File: src/core/serial_defines.svh
/*
 Register offsets, field positions, reset values and timing counts for the
 serial transceiver core. Assumes it is included by its bare name by every
 file that uses it and that nothing else defines macros of the same names.
*/
`ifndef SERIAL_DEFINES_SVH
`define SERIAL_DEFINES_SVH

// Register offsets on the I/O access port
`define ADDR_DATA       2'h0
`define ADDR_STAT_A     2'h1
`define ADDR_CTRL       2'h2

// Status A field positions
`define STA_RXC         3'h7
`define STA_TXC         3'h6
`define STA_UDRE        3'h5
`define STA_U2X         3'h1
`define STA_MPCM        3'h0

// Control field positions
`define CTL_RX_EN       3'h0
`define CTL_TX_EN       3'h1
`define CTL_SYNC_SEL    3'h2
`define CTL_SIZE_LO     3'h3
`define CTL_RXC_IE      3'h5
`define CTL_TXC_IE      3'h6
`define CTL_UDRE_IE     3'h7

// Reset values
`define CTRL_RESET      8'h00
`define DATA_RESET      8'h00

// Bit period in clock cycles at normal speed
`define BAUD_DIV_DEFAULT 16'h1046

`endif

File: src/core/serial_pkg.sv
/*
 Types shared by the serial transceiver core: transmitter and receiver
 sequencer states. Assumes nothing of its surroundings.
*/
package serial_pkg;

   typedef enum logic [2:0] {
      TX_IDLE,
      TX_START,
      TX_DATA,
      TX_STOP,
      TX_LAST
   } tx_state_e;

   typedef enum logic [1:0] {
      RX_IDLE,
      RX_START,
      RX_DATA,
      RX_STOP
   } rx_state_e;

endpackage

File: src/core/serial_core.sv
/*
 Serial transceiver core: clock regime selection, shared data register with
 transmit holding buffer and two-entry receive FIFO, status flags and their
 interrupt requests. Assumes a CPU-side I/O access port on the same clock,
 and the clock pin direction supplied by the port logic on the same clock.
*/
`timescale 1ns/100ps
`include "serial_defines.svh"
module serial_core #(
   parameter logic [15:0] BAUD_DIV = `BAUD_DIV_DEFAULT
) (
   // Clock and reset
   input  wire logic       i_clk,
   input  wire logic       i_rst_n,
   // CPU I/O access
   input  wire logic [1:0] i_io_addr,
   input  wire logic       i_io_wr,
   input  wire logic       i_io_rd,
   input  wire logic [7:0] i_io_wdata,
   output logic [7:0]      o_io_rdata,
   // Clock pin direction from port logic, high for output
   input  wire logic       i_sck_dir,
   // Interrupt requests and service acknowledge
   output logic            o_rxc_irq,
   output logic            o_txc_irq,
   output logic            o_udre_irq,
   input  wire logic       i_txc_irq_ack,
   // Serial pins
   input  wire logic       i_rxd,
   output logic            o_txd,
   input  wire logic       i_sck_i,
   output logic            o_sck_o,
   output logic            o_sck_oe
);
   logic [7:0]  ctrl_q;
   logic        u2x_q;
   logic        mpcm_q;
   logic [7:0]  rdata_q;
   logic [2:0]  rxd_sync_q;
   logic [2:0]  sck_sync_q;
   logic        rxd_q;
   logic        sck_in_q;
   logic        sck_prev_q;
   logic [15:0] baud_cnt_q;
   logic        sck_q;
   logic [7:0]  txb_q;
   logic        txb_full_q;
   logic [7:0]  tx_sh_q;
   logic [2:0]  tx_bit_q;
   logic        txd_q;
   logic        txc_q;
   logic [15:0] rx_cnt_q;
   logic [7:0]  rx_sh_q;
   logic [2:0]  rx_bit_q;
   logic        rx_pend_q;
   logic [7:0]  rx_char_q;
   serial_pkg::tx_state_e tx_st_q;
   serial_pkg::rx_state_e rx_st_q;
   logic        fifo_in_ready;
   logic        fifo_out_valid;
   logic [7:0]  fifo_out_data;

   // Register decode
   wire wr_data = i_io_wr & (i_io_addr == `ADDR_DATA);
   wire rd_data = i_io_rd & (i_io_addr == `ADDR_DATA);
   wire wr_stat = i_io_wr & (i_io_addr == `ADDR_STAT_A);
   wire wr_ctl  = i_io_wr & (i_io_addr == `ADDR_CTRL);

   // Control fields
   wire       rx_en   = ctrl_q[`CTL_RX_EN];
   wire       tx_en   = ctrl_q[`CTL_TX_EN];
   wire       sync    = ctrl_q[`CTL_SYNC_SEL];
   wire [1:0] csz     = ctrl_q[`CTL_SIZE_LO +: 2];
   wire       master  = sync & i_sck_dir;
   wire       slave   = sync & ~i_sck_dir;
   wire [2:0] last_ix = 3'h4 + {1'b0, csz};
   wire [7:0] mask    = 8'hff >> (2'h3 - csz);

   // Clock regime: halve the bit period only when asynchronous
   wire [15:0] div_eff = (u2x_q & ~sync) ? (BAUD_DIV >> 1) : BAUD_DIV;
   wire        tick    = (baud_cnt_q == 16'h0000);

   // Serial clock edges; none at all in asynchronous modes
   wire sck_rise = master ? (tick & ~sck_q) : (slave & sck_in_q & ~sck_prev_q);
   wire sck_fall = master ? (tick & sck_q) : (slave & ~sck_in_q & sck_prev_q);
   wire tx_step  = sync ? sck_fall : tick;
   wire rx_samp  = sync ? sck_rise : (rx_cnt_q == 16'h0000);

   // Transmit path terms
   wire udre     = ~txb_full_q;
   wire txb_take = wr_data & udre;
   wire tx_load  = tx_en & txb_full_q & (tx_st_q == serial_pkg::TX_IDLE);
   wire tx_done  = tx_step & (tx_st_q == serial_pkg::TX_LAST);
   wire txc_set  = tx_done & ~txb_full_q;
   wire txc_clr  = i_txc_irq_ack | (wr_stat & i_io_wdata[`STA_TXC]);

   // Receive path terms
   wire rxc      = fifo_out_valid;
   wire rx_start = rx_en & ~rx_pend_q & ~rxd_q & (~sync | sck_rise);
   wire rx_push  = rx_pend_q & fifo_in_ready;

   // Pins and interrupt requests
   assign o_txd      = txd_q;
   assign o_sck_o    = sck_q;
   assign o_sck_oe   = master;
   assign o_io_rdata = rdata_q;
   assign o_rxc_irq  = rxc & ctrl_q[`CTL_RXC_IE];
   assign o_txc_irq  = txc_q & ctrl_q[`CTL_TXC_IE];
   assign o_udre_irq = udre & ctrl_q[`CTL_UDRE_IE];

   // Software registers and registered read data
   always_ff @(posedge i_clk or negedge i_rst_n) begin
      if (!i_rst_n) begin
         ctrl_q  <= `CTRL_RESET;
         u2x_q   <= 1'b0;
         mpcm_q  <= 1'b0;
         rdata_q <= `DATA_RESET;
      end else begin
         if (wr_ctl) begin
            ctrl_q <= i_io_wdata;
         end
         if (wr_stat) begin
            u2x_q  <= i_io_wdata[`STA_U2X];
            mpcm_q <= i_io_wdata[`STA_MPCM];
         end
         if (rd_data) begin
            rdata_q <= fifo_out_data;
         end else if (i_io_rd & (i_io_addr == `ADDR_STAT_A)) begin
            rdata_q <= {rxc, txc_q, udre, 3'h0, u2x_q, mpcm_q};
         end else if (i_io_rd & (i_io_addr == `ADDR_CTRL)) begin
            rdata_q <= ctrl_q;
         end else if (i_io_rd) begin
            rdata_q <= 8'h00;
         end
      end
   end

   // Pin synchronisers: a level counts once the second and third flops agree
   always_ff @(posedge i_clk or negedge i_rst_n) begin
      if (!i_rst_n) begin
         rxd_sync_q <= 3'h7;
         sck_sync_q <= 3'h0;
         rxd_q      <= 1'b1;
         sck_in_q   <= 1'b0;
         sck_prev_q <= 1'b0;
      end else begin
         rxd_sync_q <= {rxd_sync_q[1:0], i_rxd};
         sck_sync_q <= {sck_sync_q[1:0], i_sck_i};
         if (rxd_sync_q[1] == rxd_sync_q[2]) begin
            rxd_q <= rxd_sync_q[2];
         end
         if (sck_sync_q[1] == sck_sync_q[2]) begin
            sck_in_q <= sck_sync_q[2];
         end
         sck_prev_q <= sck_in_q;
      end
   end

   // Bit-rate divider; in master mode it also toggles the clock pin
   always_ff @(posedge i_clk or negedge i_rst_n) begin
      if (!i_rst_n) begin
         baud_cnt_q <= 16'h0000;
         sck_q      <= 1'b0;
      end else begin
         baud_cnt_q <= tick ? (div_eff - 16'h0001) : (baud_cnt_q - 16'h0001);
         if (!master) begin
            sck_q <= 1'b0;
         end else if (tick) begin
            sck_q <= ~sck_q;
         end
      end
   end

   // Transmit holding buffer and complete flag; set wins over clear
   always_ff @(posedge i_clk or negedge i_rst_n) begin
      if (!i_rst_n) begin
         txb_q      <= `DATA_RESET;
         txb_full_q <= 1'b0;
         txc_q      <= 1'b0;
      end else begin
         if (txb_take) begin
            txb_q      <= i_io_wdata;
            txb_full_q <= 1'b1;
         end else if (tx_load) begin
            txb_full_q <= 1'b0;
         end
         txc_q <= txc_set | (txc_q & ~txc_clr);
      end
   end

   // Transmit sequencer: start, data LSB first, stop, then frame end
   always_ff @(posedge i_clk or negedge i_rst_n) begin
      if (!i_rst_n) begin
         tx_st_q  <= serial_pkg::TX_IDLE;
         tx_sh_q  <= `DATA_RESET;
         tx_bit_q <= 3'h0;
         txd_q    <= 1'b1;
      end else begin
         unique case (tx_st_q)
            serial_pkg::TX_IDLE: begin
               if (tx_load) begin
                  tx_sh_q <= txb_q & mask;
                  tx_st_q <= serial_pkg::TX_START;
               end
            end
            serial_pkg::TX_START: begin
               if (tx_step) begin
                  txd_q    <= 1'b0;
                  tx_bit_q <= 3'h0;
                  tx_st_q  <= serial_pkg::TX_DATA;
               end
            end
            serial_pkg::TX_DATA: begin
               if (tx_step) begin
                  txd_q    <= tx_sh_q[tx_bit_q];
                  tx_bit_q <= tx_bit_q + 3'h1;
                  if (tx_bit_q == last_ix) begin
                     tx_st_q <= serial_pkg::TX_STOP;
                  end
               end
            end
            serial_pkg::TX_STOP: begin
               if (tx_step) begin
                  txd_q   <= 1'b1;
                  tx_st_q <= serial_pkg::TX_LAST;
               end
            end
            serial_pkg::TX_LAST: begin
               if (tx_step) begin
                  tx_st_q <= serial_pkg::TX_IDLE;
               end
            end
         endcase
      end
   end

   // Receive sequencer; a finished character waits here while the FIFO is
   // full, and no new frame is started until it moves on
   always_ff @(posedge i_clk or negedge i_rst_n) begin
      if (!i_rst_n) begin
         rx_st_q   <= serial_pkg::RX_IDLE;
         rx_cnt_q  <= 16'h0000;
         rx_sh_q   <= `DATA_RESET;
         rx_bit_q  <= 3'h0;
         rx_pend_q <= 1'b0;
         rx_char_q <= `DATA_RESET;
      end else if (!rx_en) begin
         rx_st_q   <= serial_pkg::RX_IDLE;
         rx_pend_q <= 1'b0;
      end else begin
         if (rx_push) begin
            rx_pend_q <= 1'b0;
         end
         if (rx_cnt_q != 16'h0000) begin
            rx_cnt_q <= rx_cnt_q - 16'h0001;
         end else if (rx_st_q != serial_pkg::RX_IDLE) begin
            rx_cnt_q <= div_eff - 16'h0001;
         end
         unique case (rx_st_q)
            serial_pkg::RX_IDLE: begin
               if (rx_start) begin
                  rx_cnt_q <= div_eff >> 1;                   // Aim at mid-bit
                  rx_bit_q <= 3'h0;
                  rx_st_q  <= sync ? serial_pkg::RX_DATA : serial_pkg::RX_START;
               end
            end
            serial_pkg::RX_START: begin
               if (rx_samp) begin
                  rx_st_q <= rxd_q ? serial_pkg::RX_IDLE : serial_pkg::RX_DATA;
               end
            end
            serial_pkg::RX_DATA: begin
               if (rx_samp) begin
                  rx_sh_q[rx_bit_q] <= rxd_q;
                  rx_bit_q          <= rx_bit_q + 3'h1;
                  if (rx_bit_q == last_ix) begin
                     rx_st_q <= serial_pkg::RX_STOP;
                  end
               end
            end
            serial_pkg::RX_STOP: begin
               if (rx_samp) begin
                  rx_char_q <= rx_sh_q & mask;
                  rx_pend_q <= 1'b1;
                  rx_st_q   <= serial_pkg::RX_IDLE;
               end
            end
         endcase
      end
   end

   // Receive FIFO: a read of the data address advances it when it holds a character
   serial_rx_fifo u_rx_fifo (
      .i_clk       (i_clk),
      .i_rst_n     (i_rst_n),
      .i_flush     (~rx_en),
      .i_in_valid  (rx_pend_q),
      .o_in_ready  (fifo_in_ready),
      .i_in_data   (rx_char_q),
      .o_out_valid (fifo_out_valid),
      .i_out_ready (rd_data),
      .o_out_data  (fifo_out_data)
   );
endmodule

File: src/core/serial_rx_fifo.sv
/*
 Two-entry receive buffer with valid/ready on both sides and a flush.
 Assumes a single clock and that the filler honours o_in_ready.
*/
`timescale 1ns/100ps
module serial_rx_fifo (
   // Clock and reset
   input  wire logic       i_clk,
   input  wire logic       i_rst_n,
   input  wire logic       i_flush,
   // Fill side
   input  wire logic       i_in_valid,
   output logic            o_in_ready,
   input  wire logic [7:0] i_in_data,
   // Drain side
   output logic            o_out_valid,
   input  wire logic       i_out_ready,
   output logic [7:0]      o_out_data
);
   logic [7:0] mem_q [2];
   logic       wr_ptr_q;
   logic       rd_ptr_q;
   logic [1:0] cnt_q;
   wire        push = i_in_valid & o_in_ready;
   wire        pop  = i_out_ready & o_out_valid;

   // Flags and head word straight from storage
   assign o_in_ready  = (cnt_q != 2'h2);
   assign o_out_valid = (cnt_q != 2'h0);
   assign o_out_data  = mem_q[rd_ptr_q];

   // Storage is not reset; only the pointers and count define contents
   always_ff @(posedge i_clk) begin
      if (push) begin
         mem_q[wr_ptr_q] <= i_in_data;
      end
   end

   // Flush beats any access in the same cycle
   always_ff @(posedge i_clk or negedge i_rst_n) begin
      if (!i_rst_n) begin
         wr_ptr_q <= 1'b0;
         rd_ptr_q <= 1'b0;
         cnt_q    <= 2'h0;
      end else if (i_flush) begin
         wr_ptr_q <= 1'b0;
         rd_ptr_q <= 1'b0;
         cnt_q    <= 2'h0;
      end else begin
         if (push) begin
            wr_ptr_q <= ~wr_ptr_q;
         end
         if (pop) begin
            rd_ptr_q <= ~rd_ptr_q;
         end
         cnt_q <= cnt_q + {1'b0, push} - {1'b0, pop};
      end
   end
endmodule

File: config.mk
export PLATFORM = sky130hd
export DESIGN_NAME = serial_core
export DESIGN_NICKNAME = d
export VERILOG_FILES = /design/src/core/serial_pkg.sv /design/src/core/serial_core.sv /design/src/core/serial_rx_fifo.sv
export VERILOG_INCLUDE_DIRS = /design/src /design/src/core
export SDC_FILE = /design/constraint.sdc
export NUM_CORES = 1
export LEC_CHECK = 0
export BUFFER_PORTS_ARGS = -buffer_cell sky130_fd_sc_hd__buf_2
export CAP_MARGIN = 20
export CORE_ASPECT_RATIO = 1.1
export CORE_MARGIN = 5
export CORE_UTILIZATION = 66
export CTS_CLUSTER_DIAMETER = 200
export DETAILED_ROUTE_END_ITERATION = 12
export PLACE_DENSITY = 0.85
export SLEW_MARGIN = 20
export SYNTH_ARGS = -nofsm -noshare
export SYNTH_HDL_FRONTEND = slang
export SYNTH_SLANG_ARGS = --single-unit
File: constraint.sdc
create_clock -name i_clk -period 6.05 [get_ports i_clk]
set_input_delay 0.3025 -clock i_clk [delete_from_list [all_inputs] [get_ports i_clk]]
set_output_delay 0.3025 -clock i_clk [all_outputs]
set_load 0.005 [all_outputs]
Word-level counts from Yosys, hierarchy flattened
Memory sizes are Yosys's and may differ from the RTL's.
Index checks and enable logic that the tools add are counted.

cells by class
  magnitude comparators = 3
  bitwise gates (word level) = 46
  shifts and indexed selects = 1
  div/mod/pow operators = 0
  eq/ne operators = 30
  add/sub/neg operators = 9
  multiply operators = 0
  reductions and logical operators = 22
  multiplexer cells = 59

operators with widths
  cell                                                                   number
  16-bit two-way mux                                                     5
  16-bit zero test                                                       2
  8-bit two-way mux                                                      4
  16-bit by 1-bit subtractor with 16-bit output (second input constant)  2
  1-bit AND                                                              30
  3-bit two-way mux                                                      9
  1-bit two-way mux                                                      23
  2-bit two-way mux                                                      9
  2-bit inequality test (second input constant)                          9
  8-bit AND                                                              2
  16-bit nonzero test                                                    1
  3-bit inequality test (second input constant)                          5
  3-bit one-hot mux with 5 select lines                                  1
  13-bit by 1-bit subtractor with 14-bit output (second input constant)  1
  13-bit two-way mux                                                     1
  3-bit one-hot mux with 2 select lines                                  2
  1-bit NOT                                                              11
  2-bit nonzero test                                                     5
  3-bit AND reduction                                                    3
  8-bit bitwise mux                                                      1
  3-bit by 4-bit < comparator with 1-bit output (second input constant)  2
  2-bit one-hot mux with 4 select lines                                  1
  4-bit AND reduction                                                    2
  8-bit by 2-bit >> shifter with 8-bit output (first input constant)     1
  26 further kinds                                                       38

storage, ports and cells
  output and inout bits = 14
  memory bits (read-only) = 0
  word-level logic and storage cells = 198
  register bits after elaboration = 111
  memories = 1
  latch bits = 0
  memory bits (writable) = 16
  input port bits = 18

memories
  memory           words  width  read ports  clocked after memory_dff  wr ports  line                  source
  u_rx_fifo.mem_q  2      8      1           0                         1         serial_rx_fifo.sv:20  logic [7:0] mem_q [2];

Depth between registers and ports, before layout
Gate-level depths: netlist (run 1).

  word-level depth = 10
  mapped depth = 9
  mapped depth without buffers = 8

Cells and area by module
A second synthesis (run 1) with hierarchy kept.

unflattened totals
  cells, all modules = 566
  area total of the unflattened synthesis = 6228.5 um^2

by module, submodules not included
  module          sequential area each (um^2)  times used  area each (um^2)  cells an instance
  serial_core     2683.8                       1           5398.9            518
  serial_rx_fifo  580.6                        1           829.5             48

Worst setup path after synthesis (run 1)
OpenSTA, ideal clock, no wires.

  kind = register to register
  start = register baud_cnt_q[0]
  end = register rx_bit_q[1]
  library setup time = 0.125 ns
  setup slack = 3.361 ns
  arrival = 2.564 ns
  stages on the path, launching flop included = 9
  clock period less this slack = 2.689 ns
  data required time = 5.925 ns
  buffers on the path = 1
  path through = dfrtp_1 inv_1 ha_1 or4b_2 or4_4 buf_6 o21a_4 o22ai_1 mux2_2

between the ends
  cells in the longest elaborated chain, start to end = 7
  elaborated cells on any way between the ends = 9
  those cells by class = eq/ne (2); mux (2); bitwise (3); reduce/logical (2)

RTL lines
  item                                      line                source
  start, declared                           serial_core.sv:44   logic [15:0] baud_cnt_q;
  start signal, assigned                    serial_core.sv:165  baud_cnt_q <= tick ? (div_eff - 16'h0001) : (baud_cnt_q - 16'h0001);
  16-bit zero test (*)                      serial_core.sv:81   wire tick = (baud_cnt_q == 16'h0000);
  1-bit AND (*)                             serial_core.sv:84   wire sck_rise = master ? (tick & ~sck_q) : (slave & sck_in_q & ~sck_prev_q);
  1-bit two-way mux (*)                     serial_core.sv:84
  1-bit bitwise OR                          serial_core.sv:99   wire rx_start = rx_en & ~rx_pend_q & ~rxd_q & (~sync | sck_rise);
  1-bit AND                                 serial_core.sv:99
  2-bit inequality test (no source line)    --
  4-bit AND reduction (no source line) (*)  --
  end signal, assigned                      serial_core.sv:275  rx_bit_q <= rx_bit_q + 3'h1;
  end, declared                             serial_core.sv:54   logic [2:0] rx_bit_q;

Mark *: on every way between the ends. The rest lies on a longest branch, timed or not.
A chain may end at the register's enable or synchronous reset.

Final worst setup path (run 1)
  start = register baud_cnt_q[0]
  end = register rx_char_q[7]

between the ends
  cells in the longest elaborated chain, start to end = 5

RTL lines
  item                                  line                source
  16-bit zero test                      serial_core.sv:81
  1-bit AND                             serial_core.sv:84
  1-bit two-way mux                     serial_core.sv:84
  1-bit two-way mux                     serial_core.sv:87   wire rx_samp = sync ? sck_rise : (rx_cnt_q == 16'h0000);
  3-bit AND reduction (no source line)  --
  end signal, assigned                  serial_core.sv:246  rx_char_q <= `DATA_RESET;
  end signal, assigned                  serial_core.sv:283  rx_char_q <= rx_sh_q & mask;
  end, declared                         serial_core.sv:56   logic [7:0] rx_char_q;

No other way between the ends.

==> results of run 1 <==
Yosys cell counts (3+ instances only):
library cell / instances
inv_1: 23
nor4_1: 15
and2_1: 5
ha_1: 6
o31ai_1: 7
dfstp_2: 5
dfrtp_1: 106
a211oi_1: 8
a21o_1: 6
or4_1: 9
and3_1: 6
a21oi_1: 20
nor2b_1: 9
xor2_1: 4
nor3_1: 14
nand4_1: 4
nand3_1: 10
o21ai_0: 20
o41ai_1: 4
nand2_1: 48
edfxtp_1: 16
mux2i_1: 9
a22oi_1: 3
mux2_2: 34
nor2_1: 49
and4_1: 3
o311ai_0: 5
nand2b_1: 8
nor4b_1: 4
o22ai_1: 5
or3_1: 7
xnor2_1: 14
clkbuf_1: 20
a211o_1: 3
worst max-delay path by stage:
| stage | from | to | slack, ps |
|---|---|---|---|
| 6_report | baud_cnt_q[0]$_DFF_PN0_ | rx_char_q[7]$_DFFE_PN0P_ | 3060 |
| 5_1_grt | baud_cnt_q[0]$_DFF_PN0_ | rx_char_q[0]$_DFFE_PN0P_ | 2930 |
| 3_5_place_dp | baud_cnt_q[0]$_DFF_PN0_ | rx_char_q[7]$_DFFE_PN0P_ | 3100 |
| 2_1_floorplan | baud_cnt_q[0]$_DFF_PN0_ | rx_bit_q[1]$_DFFE_PN0P_ | 3360 |
| 3_3_place_gp | baud_cnt_q[0]$_DFF_PN0_ | rx_char_q[4]$_DFFE_PN0P_ | 3200 |
| 4_1_cts | baud_cnt_q[0]$_DFF_PN0_ | rx_char_q[7]$_DFFE_PN0P_ | 3080 |
power breakdown:
| part | leakage (nW) | internal, mW | total (mW) | switching, mW |
|---|---|---|---|---|
| combinational | 1.16 | 0.262 | 0.562 | 0.300 |
| sequential | 1.50 | 1.06 | 1.28 | 0.220 |
| clock | 0.244 | 0.531 | 0.876 | 0.346 |
worst max-delay path, stage by stage (launching register included):
cell and delay [ps]:
dfrtp_1 410, inv_1 70, ha_1 210, or4b_2 630
nor4_2 250, a21oi_1 220, clkbuf_4 240, nor3_4 450
mux2_2 390
what timing repair did:
item                                    CTS  global route
hold endpoints to repair                 49             0
buffers inserted                          0             0
hold buffers                              3             0
resized for setup                         0             0
endpoints found under the setup margin    0             0
layer usage:
layer	GRT usage, %	up-vias	wire (um)
met5	0	-	0
met4	9.59	0	201
met3	5.79	22	580
met2	41.7	126	6550
met1	31.3	2202	5450
li1	-	2091	-
cells in the final DEF (no fill, tap or decap), types with 10 or more instances in the layout:
master	instances
a21oi_1	20
buf_2	30
clkbuf_16	16
dfrtp_1	106
edfxtp_1	16
inv_1	23
mux2_2	34
nand2_1	48
nand3_1	10
nor2_1	49
nor3_1	14
nor4_1	15
o21ai_0	20
xnor2_1	14
layout make-up:
| type | count | area (um^2) | area share [%] |
|---|---|---|---|
| well taps | 114 | 143 | 2.10 |
| clock inverters | 6 | 37.5 | 0.553 |
| repair buffers | 37 | 210 | 3.10 |
| inverters | 23 | 86.3 | 1.27 |
| clock buffers | 25 | 474 | 6.99 |
| multi-input cells | 378 | 2570 | 37.9 |
| flip-flops and latches | 127 | 3260 | 48.1 |
flip-flops by register name (all words and copies together), names as in the netlist, 2 cells and up:
| name | count |
|---|---|
| baud_cnt_q | 16 |
| rx_cnt_q | 16 |
| u_rx_fifo.mem_q | 16 |
| ctrl_q | 8 |
| o_io_rdata | 8 |
| rx_char_q | 8 |
| rx_sh_q | 8 |
| tx_sh_q | 8 |
| txb_q | 8 |
| rx_bit_q | 3 |
| rxd_sync_q | 3 |
| sck_sync_q | 3 |
| tx_bit_q | 3 |
| tx_st_q | 3 |
| rx_st_q | 2 |
| u_rx_fifo.cnt_q | 2 |
kinds of logic after synthesis:
family                     synth area share [%]
muxes                                      8.59
AOI/OAI and AO/OA                          12.0
DFF                                        54.1
and+or+nand+nor                            17.9
adders and majority gates                  1.58
buffers and inverters                      3.26
xor gates and xnor gates                   2.61
==> impl_results.md, run 1 <==
- Mapped Cells: 553
- DR pass1 iterations: 5
- Port Buffers: 31
- RSZ-0062 raised after global routing: false
- Final Power: 2.72 mW
- Startpoint Class: register
- CP Max Fanout: 9
- Tot GR Track Use: 24.8%
- MaxCap Viol Count: 0
- Initial Util: 67.9%
- Seq cells post-synth: 127
- Grt ovf: 0
- Root Buffer: clkbuf_8
- Fin worst setup slack: 3060 ps
- # IOs: 32
- Minimum clock period after layout: 2990 ps
- Via-per-instance ratio: roughly 6.3
- Path category of the worst min-delay check: input port to register
- Sink Count: 127
- Ys Warns: 0
- Mapped cell area: 0.00603 mm^2
- Register area share after synthesis: 54.1%
- Fraction of registers with async set/reset: slightly below 90%
- Final Hold Fails: 0
- Die width: 101 um
- Via count: 4441
- Initial antenna violation count: 0
- Outcome: completed
- Critical Path End Type: register
- DRC errors left: 0
- Worst slew pin tran: 1070 ps
- DP Worst Slack: 3100 ps
- Wire length per cell: between 15 and 20 um
- Die ar.: 0.0111 mm^2
- P per Cell Area: 401 mW/mm^2
- Reg2reg end: rx_char_q[7]$_DFFE_PN0P_
- Cell taking the most area after synthesis: dfrtp_1
- FMAX: 0.334 GHz
- Diodes inserted: 0
- Core outline area: 0.00887 mm^2
- Die H: 110 um
- Maximum clock path buffer count: 2
- Syn Nets: 577
- Setup TNS: 0 ps
- Distinct cells, synth: 68
- Num CTS Buffers: 17
- Min-delay src: i_io_wdata[3]
- Nets: 608
- Routed WL: 12.8 mm
- # rows: 36
- Clock Pin Slew Worst Setup and Hold Paths: 60 ps
- Hold Path Stages: 2
- Area Overhead vs Synth: 12.5%
- Min Hold Slack: 35.1 ps
- Fin util: 76.5%
- Post-DRT Antenna Nets: 0
- Vias in the first global route: 4380
- R2R depth: 8
- WP data required: 6450 ps
- Largest net degree at the start of global routing: 64
- Post-Layout Cell Count: 710
- Syn avg cell area: 10.9 um^2
- # setup viols final: 0
- Static leakage: 2.91 nW
- First-pass GRT wire length: 21.4 mm
- # placed instances: 675
- Post-synth EDFFs: 16
- Worst VDD drop: 0.228 mV
- Hpwl dp: 8.34 mm
- Critical path class: register to register
- Slew Limit Fails: 0
- Post-synth top area share: 44.0%
- Initial DRC Count: 353
- # H-tree levels: 4
- Layout cells sized above 1: around a fifth
- Fill count: 532
- Ys flop type: dfrtp_1
- Setup Skew: 6.91 ps
- Worst reg2reg startpoint: baud_cnt_q[0]$_DFF_PN0_
- CTS tree: yes
- Hold Path Sink: txb_q[3]$_DFFE_PN0P_
- WP data arrival: 3390 ps
- Slew headroom: approximately 29%
- Placed Area: just over 0.006 mm^2
- Worst reg-to-reg setup slack: between 3000 and 4000 ps
- Largest cells by area after synthesis: dfrtp_1 44%, edfxtp_1 8.0%, mux2_2 6.3%, nor2_1 3.1%, nand2_1 3.0%
- Cell area after layout: 0.00678 mm^2
- Worst-skew pair later-pin latency: 520 ps
- Fin crit share: 49.4%
- Routability cong.: 0.885
No activity file was read; power rests on OpenSTA's default activity.
==> inputs of run 2 (changes only) <==
- CORE_UTILIZATION: 66 -> 61
- PLACE_DENSITY: 0.85 -> 0.8
- clock period: 6.05 -> 2.8 ns (I/O delays scaled with it)
==> run 2 against run 1 <==
Against the previous run: sequential share of layout area down 2.4 points; critical path depth down 1; flip-flop and latch count unchanged; utilization down 3.2 points; global-route usage down 1.8 points; clock-buffer cell count unchanged; non-clock buffer count up 28; largest power group unchanged; clock power up 140%.
==> impl_results.md, run 2 (synthesis results as in run 1) <==
- Core outline area: 0.00975 mm^2 (+9.8%)
- Die width: 105 um (+3.6%)
- Met3 usage in global routing: 5.75% (-0.037 points)
- First-pass GRT wire length: 22.3 mm (+4.2%)
- Critical-path cell list: inv_1 -> ha_1 -> or4b_4 -> or4_4 -> o21a_4 -> o22ai_2 -> mux2_2
- MaxCap Viol Count: 0 (unchanged)
- # setup viols final: 0 (unchanged)
- WP data required: 3210 ps (-3240 ps)
- Diodes inserted: 0 (unchanged)
- Port Buffers: 31 (unchanged)
- Slew Limit Fails: 0 (unchanged)
- Tot GR Track Use: 23.0% (-1.8 points)
- Met2 GRT Util: 37.9% (-3.8 points)
- # H-tree levels: 4 (unchanged)
- DRC errors left: 0 (unchanged)
- CP Max Fanout: 7 (-2)
- Kind of cell adding the most delay to the critical path: simple AND/OR/NAND/NOR gates
- Critical Path End Type: register
- Worst VDD drop: 0.436 mV (+91%)
- Fin util: 73.2% (-3.2 points)
- Hpwl dp: 8.61 mm (+3.2%)
- Fill count: 630 (+18%)
- Biggest regs: baud_cnt_q: 16 flops, rx_cnt_q: 16 flops, u_rx_fifo.mem_q: 16 flops
- Post-DRT Antenna Nets: 0 (unchanged)
- R2R depth: 7 (-1)
- Via count: 4551 (+2.5%)
- Critical path class: register to register
- Worst-skew pair later-pin latency: 530 ps (about the same)
- Sequential Area: 0.00326 mm^2 (unchanged)
- Outcome: completed
- Area Overhead vs Synth: 18.3%
- Fin crit share: 93.9% (+45 points)
- Routability cong.: 0.881 (-0.44%)
- Cell area after layout: 0.00714 mm^2 (+5.2%)
- Routed WL: 12.7 mm (-0.66%)
- Hold Path Stages: 3 (+1)
- Wire length per cell: 17.0 um (-5.5%)
- Largest net degree at the start of global routing: 57 (-11%)
- Sink Count: 127 (unchanged)
- Startpoint Class: register
- Critical path buffers and inverters: 1 (-1)
- Slew headroom: 50.3% (+22 points)
- Vias in the first global route: 4642 (+6.0%)
- Clock Pin Slew Worst Setup and Hold Paths: 60 ps (about the same)
- # rows: 38 (+5.6%)
- Via-per-instance ratio: 6.10 (-2.5%)
- Setup Skew: 6.55 ps (-0.363 ps)
- FMAX: 0.380 GHz (+14%)
- Initial antenna violation count: 0 (unchanged)
- Met1 GRT Util: 29.7% (-1.5 points)
- CTS tree: yes
- WP data arrival: 3040 ps (-350 ps)
- GR peak layer: met2
- Root Buffer: clkbuf_8
- Area of the multi-input gates: 0.00262 mm^2 (+1.8%)
- Num CTS Buffers: 17 (unchanged)
- Initial DRC Count: 368 (+4.2%)
- Maximum clock path buffer count: 2 (unchanged)
- Nets: 637 (+4.8%)
- # IOs: 32 (unchanged)
- Path category of the worst min-delay check: input port to register
- Grt ovf: 0 (unchanged)
- Commonest non-fill, non-tap cell in the layout: dfrtp_1
- P per Cell Area: 859 mW/mm^2 (+110%)
- Most frequent cells in the layout: 106 x dfrtp_1, 49 x nor2_1, 48 x nand2_1
- Minimum clock period after layout: 2630 ps (-360 ps)
- Critical path depth in cells: 7 (-1)
- Final Hold Fails: 0 (unchanged)
- DR pass1 iterations: 6 (+1)
- Static leakage: 3.08 nW (+5.9%)
- Placed Area: 0.00637 mm^2 (+2.1%)
- Die H: 114 um (+3.7%)
- CP max stage delay: 630 ps (about the same)
- Layout cells sized above 1: 21.7% (+2.4 points)
- Worst slew pin tran: 741 ps (-326 ps)
- Critical path's slowest cell: or4_4
- Die ar.: 0.0120 mm^2 (+7.4%)
- Initial Util: 61.9% (-6.1 points)
## run 2: layout make-up
type / count / share of cell area (%)
flip-flops and latches: 127 / 45.7
multi-input cells: 379 / 36.6
repair buffers: 65 / 6.56
clock buffers: 25 / 6.51
well taps: 120 / 2.10
clock inverters: 7 / 1.23
inverters: 23 / 1.21
## run 2: what timing repair did
| item | CTS | global route |
|---|---|---|
| pin swaps | 1 | 2 |
| hold buffers | 13 | 0 |
| setup endpoints to repair | 6 | 22 |
| gates cloned | 0 | 1 |
| setup buffers | 1 | 3 |
| endpoints found under the hold margin | 83 | 0 |
| resized for setup | 0 | 6 |
## run 2: routing by layer
metal | routed length (um) | vias to the layer above | part of all wire [%]
met5 | 0 | - | 0
met4 | 170 | 0 | 1.3
met3 | 626 | 22 | 4.9
met2 | 6430 | 144 | 51
met1 | 5460 | 2239 | 43
li1 | - | 2146 | -
## run 2: worst paths after layout
check                                       endpoint                     from  slack (ps)
setup / recovery             rx_bit_q[1]$_DFFE_PN0P_  baud_cnt_q[1]$_DFF_PN0_         170
hold reg to reg              sck_sync_q[1]$_DFF_PN0_  sck_sync_q[0]$_DFF_PN0_         360
min in group asynchronous    baud_cnt_q[9]$_DFF_PN0_                  i_rst_n         210
max in group asynchronous    rxd_sync_q[0]$_DFF_PN1_                  i_rst_n        1790
setup reg to reg             rx_bit_q[1]$_DFFE_PN0P_  baud_cnt_q[1]$_DFF_PN0_         170
hold / removal             o_io_rdata[3]$_DFFE_PN0P_             i_io_addr[1]          50
## run 2: power by group
part           internal (mW)  switching (mW)  total [mW]  leakage (nW)
Sequential              2.30           0.441        2.74          1.50
Clock                   1.31           0.754        2.06         0.270
Combinational          0.642           0.694        1.34          1.31
Total                   4.24            1.89        6.13          3.08
## run 2: per-stage QoR
step / hold slack, ps / power, mW / setup WS (ps) / std cells / setup TNS, ps
3_3_place_gp: 222 / 3.95 / 80.3 / 696 / 0
6_report: 49.4 / 6.13 / 170 / 746 / 0
2_1_floorplan: -156 / 3.60 / 111 / 553 / 0
4_1_cts: 17.7 / 6.13 / 15.1 / 742 / 0
5_1_grt: 60.5 / 6.50 / -2.17 / 746 / -2.17
3_5_place_dp: 243 / 4.03 / -7.25 / 696 / -13.2
## run 2: worst reg2reg max path, cell delays in order, from the launching register on
cell and delay (ps):
dfrtp_1 400, inv_1 70, ha_1 160, or4b_4 470, or4_4 630, o21a_4 270, o22ai_2 170, mux2_2 350
==> inputs of run 3 (changes only) <==
- REMOVE_ABC_BUFFERS: default -> 1
==> run 3 against run 2 <==
Against the previous run: maximum frequency is 4.2% lower; sequential share of layout area about the same; critical path depth unchanged; global-route usage up 0.83 points; critical path type unchanged.
==> impl_results.md, run 3 (synthesis results as in run 1) <==
- Layout cells sized above 1: 22.8% (+1.0 points)
- Nets: 635 (-0.31%)
- # H-tree levels: 4 (unchanged)
- Initial antenna violation count: 0 (unchanged)
- Initial DRC Count: 301 (-18%)
- Biggest regs: baud_cnt_q: 16 flops, rx_cnt_q: 16 flops, u_rx_fifo.mem_q: 16 flops
- Slew Limit Fails: 0 (unchanged)
- Via count: 4488 (-1.4%)
- Die ar.: 0.0120 mm^2 (unchanged)
- # IOs: 32 (unchanged)
- DP Worst Slack: -2.19 ps (+5.06 ps)
- Sink Count: 127 (unchanged)
- Post-Layout Cell Count: 744 (-0.27%)
- # rows: 38 (unchanged)
- Worst reg2reg startpoint: baud_cnt_q[1]$_DFF_PN0_
- Num CTS Buffers: 17 (unchanged)
- Wire length per cell: 17.8 um (+4.8%)
- Worst setup path start: baud_cnt_q[1]$_DFF_PN0_
- Fill count: 626 (-0.63%)
- Clk pwr share: 33.8% (+0.2 points)
- FMAX: 0.364 GHz (-4.2%)
- Initial Util: 61.9% (unchanged)
- Cell area after layout: 0.00713 mm^2 (about the same)
- Critical-path cell list: inv_1 -> ha_1 -> or4b_2 -> or4_4 -> o21a_4 -> o22ai_2 -> mux2_2
- Routed WL: 13.3 mm (+4.5%)
- WP data required: 3210 ps (about the same)
- Core outline area: 0.00975 mm^2 (unchanged)
- Port Buffers: 31 (unchanged)
- First-pass GRT wire length: 22.7 mm (+2.2%)
- Setup TNS: 0 ps (unchanged)
- # placed instances: 696 (unchanged)
- Minimum clock period after layout: 2750 ps (+116 ps)
- Outcome: completed
- Worst VDD drop: 0.472 mV (+8.2%)
- DRC errors left: 0 (unchanged)
- Die H: 114 um (unchanged)
- # setup viols final: 0 (unchanged)
- Startpoint Class: register
- Vias in the first global route: 4609 (-0.71%)
- Via-per-instance ratio: 6.03 (-1.1%)
- Combinational power share: 21.4% (-0.4 points)
- Largest net degree at the start of global routing: 52 (-8.8%)
- MaxCap Viol Count: 0 (unchanged)
- Critical Path End Type: register
- Fin crit share: 98.1% (+4.2 points)
- Tot GR Track Use: 23.9% (+0.83 points)
- Setup Skew: 11.1 ps (+4.51 ps)
- Static leakage: 3.08 nW (about the same)
- Diodes inserted: 0 (unchanged)
- Maximum clock path buffer count: 2 (unchanged)
- CTS tree: yes
- Post-DRT Antenna Nets: 0 (unchanged)
- Area Overhead vs Synth: 18.3% (about the same)
- Fin util: 73.2% (about the same)
- Min-delay src: i_io_wr
- Critical path class: register to register
- Switching Share: 31.7% (+0.92 points)
- Worst-skew pair later-pin latency: 530 ps (about the same)
- Placed Area: 0.00637 mm^2 (unchanged)
- Critical path buffers and inverters: 1 (unchanged)
- Critical path's slowest cell: or4b_2
- CP max stage delay: 620 ps (about the same)
- P per Cell Area: 865 mW/mm^2 (+0.66%)
- Seq pwr share: 44.7% (about the same)
- Fin worst setup slack: 53.5 ps (-116 ps)
- Kind of cell adding the most delay to the critical path: simple AND/OR/NAND/NOR gates
- Die width: 105 um (unchanged)
- Final Hold Fails: 0 (unchanged)
- WP data arrival: 3160 ps (+120 ps)
- DR pass1 iterations: 5 (-1)
- Hpwl dp: 8.81 mm (+2.4%)
- P_sw: 1.96 mW (+3.6%)
- Clock Pin Slew Worst Setup and Hold Paths: 60 ps (about the same)
- Most frequent cells in the layout: 106 x dfrtp_1, 49 x nor2_1, 48 x nand2_1
- Worst slew pin tran: 840 ps (+99.0 ps)
- Commonest non-fill, non-tap cell in the layout: dfrtp_1
- CP Max Fanout: 13 (+6)
- Cell internal pwr: 4.21 mW (-0.71%)
- Root Buffer: clkbuf_8
- Worst reg-to-reg setup slack: 50 ps (-120 ps)
- Grt ovf: 0 (unchanged)
- Path category of the worst min-delay check: input port to register
- Routability cong.: 0.860 (-2.4%)
- Slew headroom: 43.6% (-6.6 points)
run 3: changes by cell type in the layout (fill, tap and decap cells not counted), moves of 2 or more:
cell / change
clkinvlp_4: +3
o21ai_4: -2
clkbuf_1: -6
o21ai_2: +2
clkinv_4: +2
run 3: path summary, 6_finish.rpt:
| path | to | cells after the start |
|---|---|---|
| min in group asynchronous | baud_cnt_q[3]$_DFF_PN0_ | 2 |
| max reg2reg | rx_bit_q[1]$_DFFE_PN0P_ | 7 |
| min reg2reg | rxd_sync_q[1]$_DFF_PN1_ | 0 |
| min | txc_q$_DFF_PN0_ | 4 |
| max | rx_bit_q[1]$_DFFE_PN0P_ | 7 |
| max in group asynchronous | tx_st_q[1]$_DFFE_PN0P_ | 3 |
run 3: worst register-to-register path, delay by kind of cell, from the launching register on:
family                   cells  cell delay, ps
AO/OA/AOI/OAI                2             510
AND/OR/NAND/NOR              2            1150
adder cells (fa/ha/maj)      1             140
flip-flops                   1             400
multiplexers                 1             370
buffers and inverters        1              60
run 3: timing repair:
action	CTS	global route
hold buffers	13	0
resized for setup	1	3
pin swaps	1	0
endpoints found under the hold margin	73	0
setup buffers	1	2
setup endpoints to repair	8	6
run 3: per-stage QoR:
step	hold slack, ps	power [mW]
2_1_floorplan	-156	3.55
3_5_place_dp	213	4.04
4_1_cts	35.3	6.16
5_1_grt	42.5	6.52
3_3_place_gp	200	3.95
6_report	47.9	6.17
run 3: area by class of cell:
type                       instances  area [um^2]  area share, %
sequential                       127         3260           45.8
multi-input combinational        378         2600           36.4
timing repair buffer              64          463           6.49
clock buffer                      18          428           6.00
tap                              120          150           2.10
clock inverter                    14          141           1.98
inverter                          23         86.3           1.21
run 3: metal layers:
layer	routed length, um	track usage, %	vias to the layer above
met5	0	0	-
met4	272	9.55	0
met3	652	6.20	30
met2	6870	39.9	128
met1	5470	29.7	2194
li1	-	-	2136
run 3: power groups by stage:
stage | logic, mW | clock network [mW] | registers [mW]
6_report | 1.32 | 2.09 | 2.76
5_1_grt | 1.48 | 2.22 | 2.82
3_3_place_gp | 1.21 | 0 | 2.73
2_1_floorplan | 0.908 | 0 | 2.64
4_1_cts | 1.31 | 2.10 | 2.75
3_5_place_dp | 1.27 | 0 | 2.77
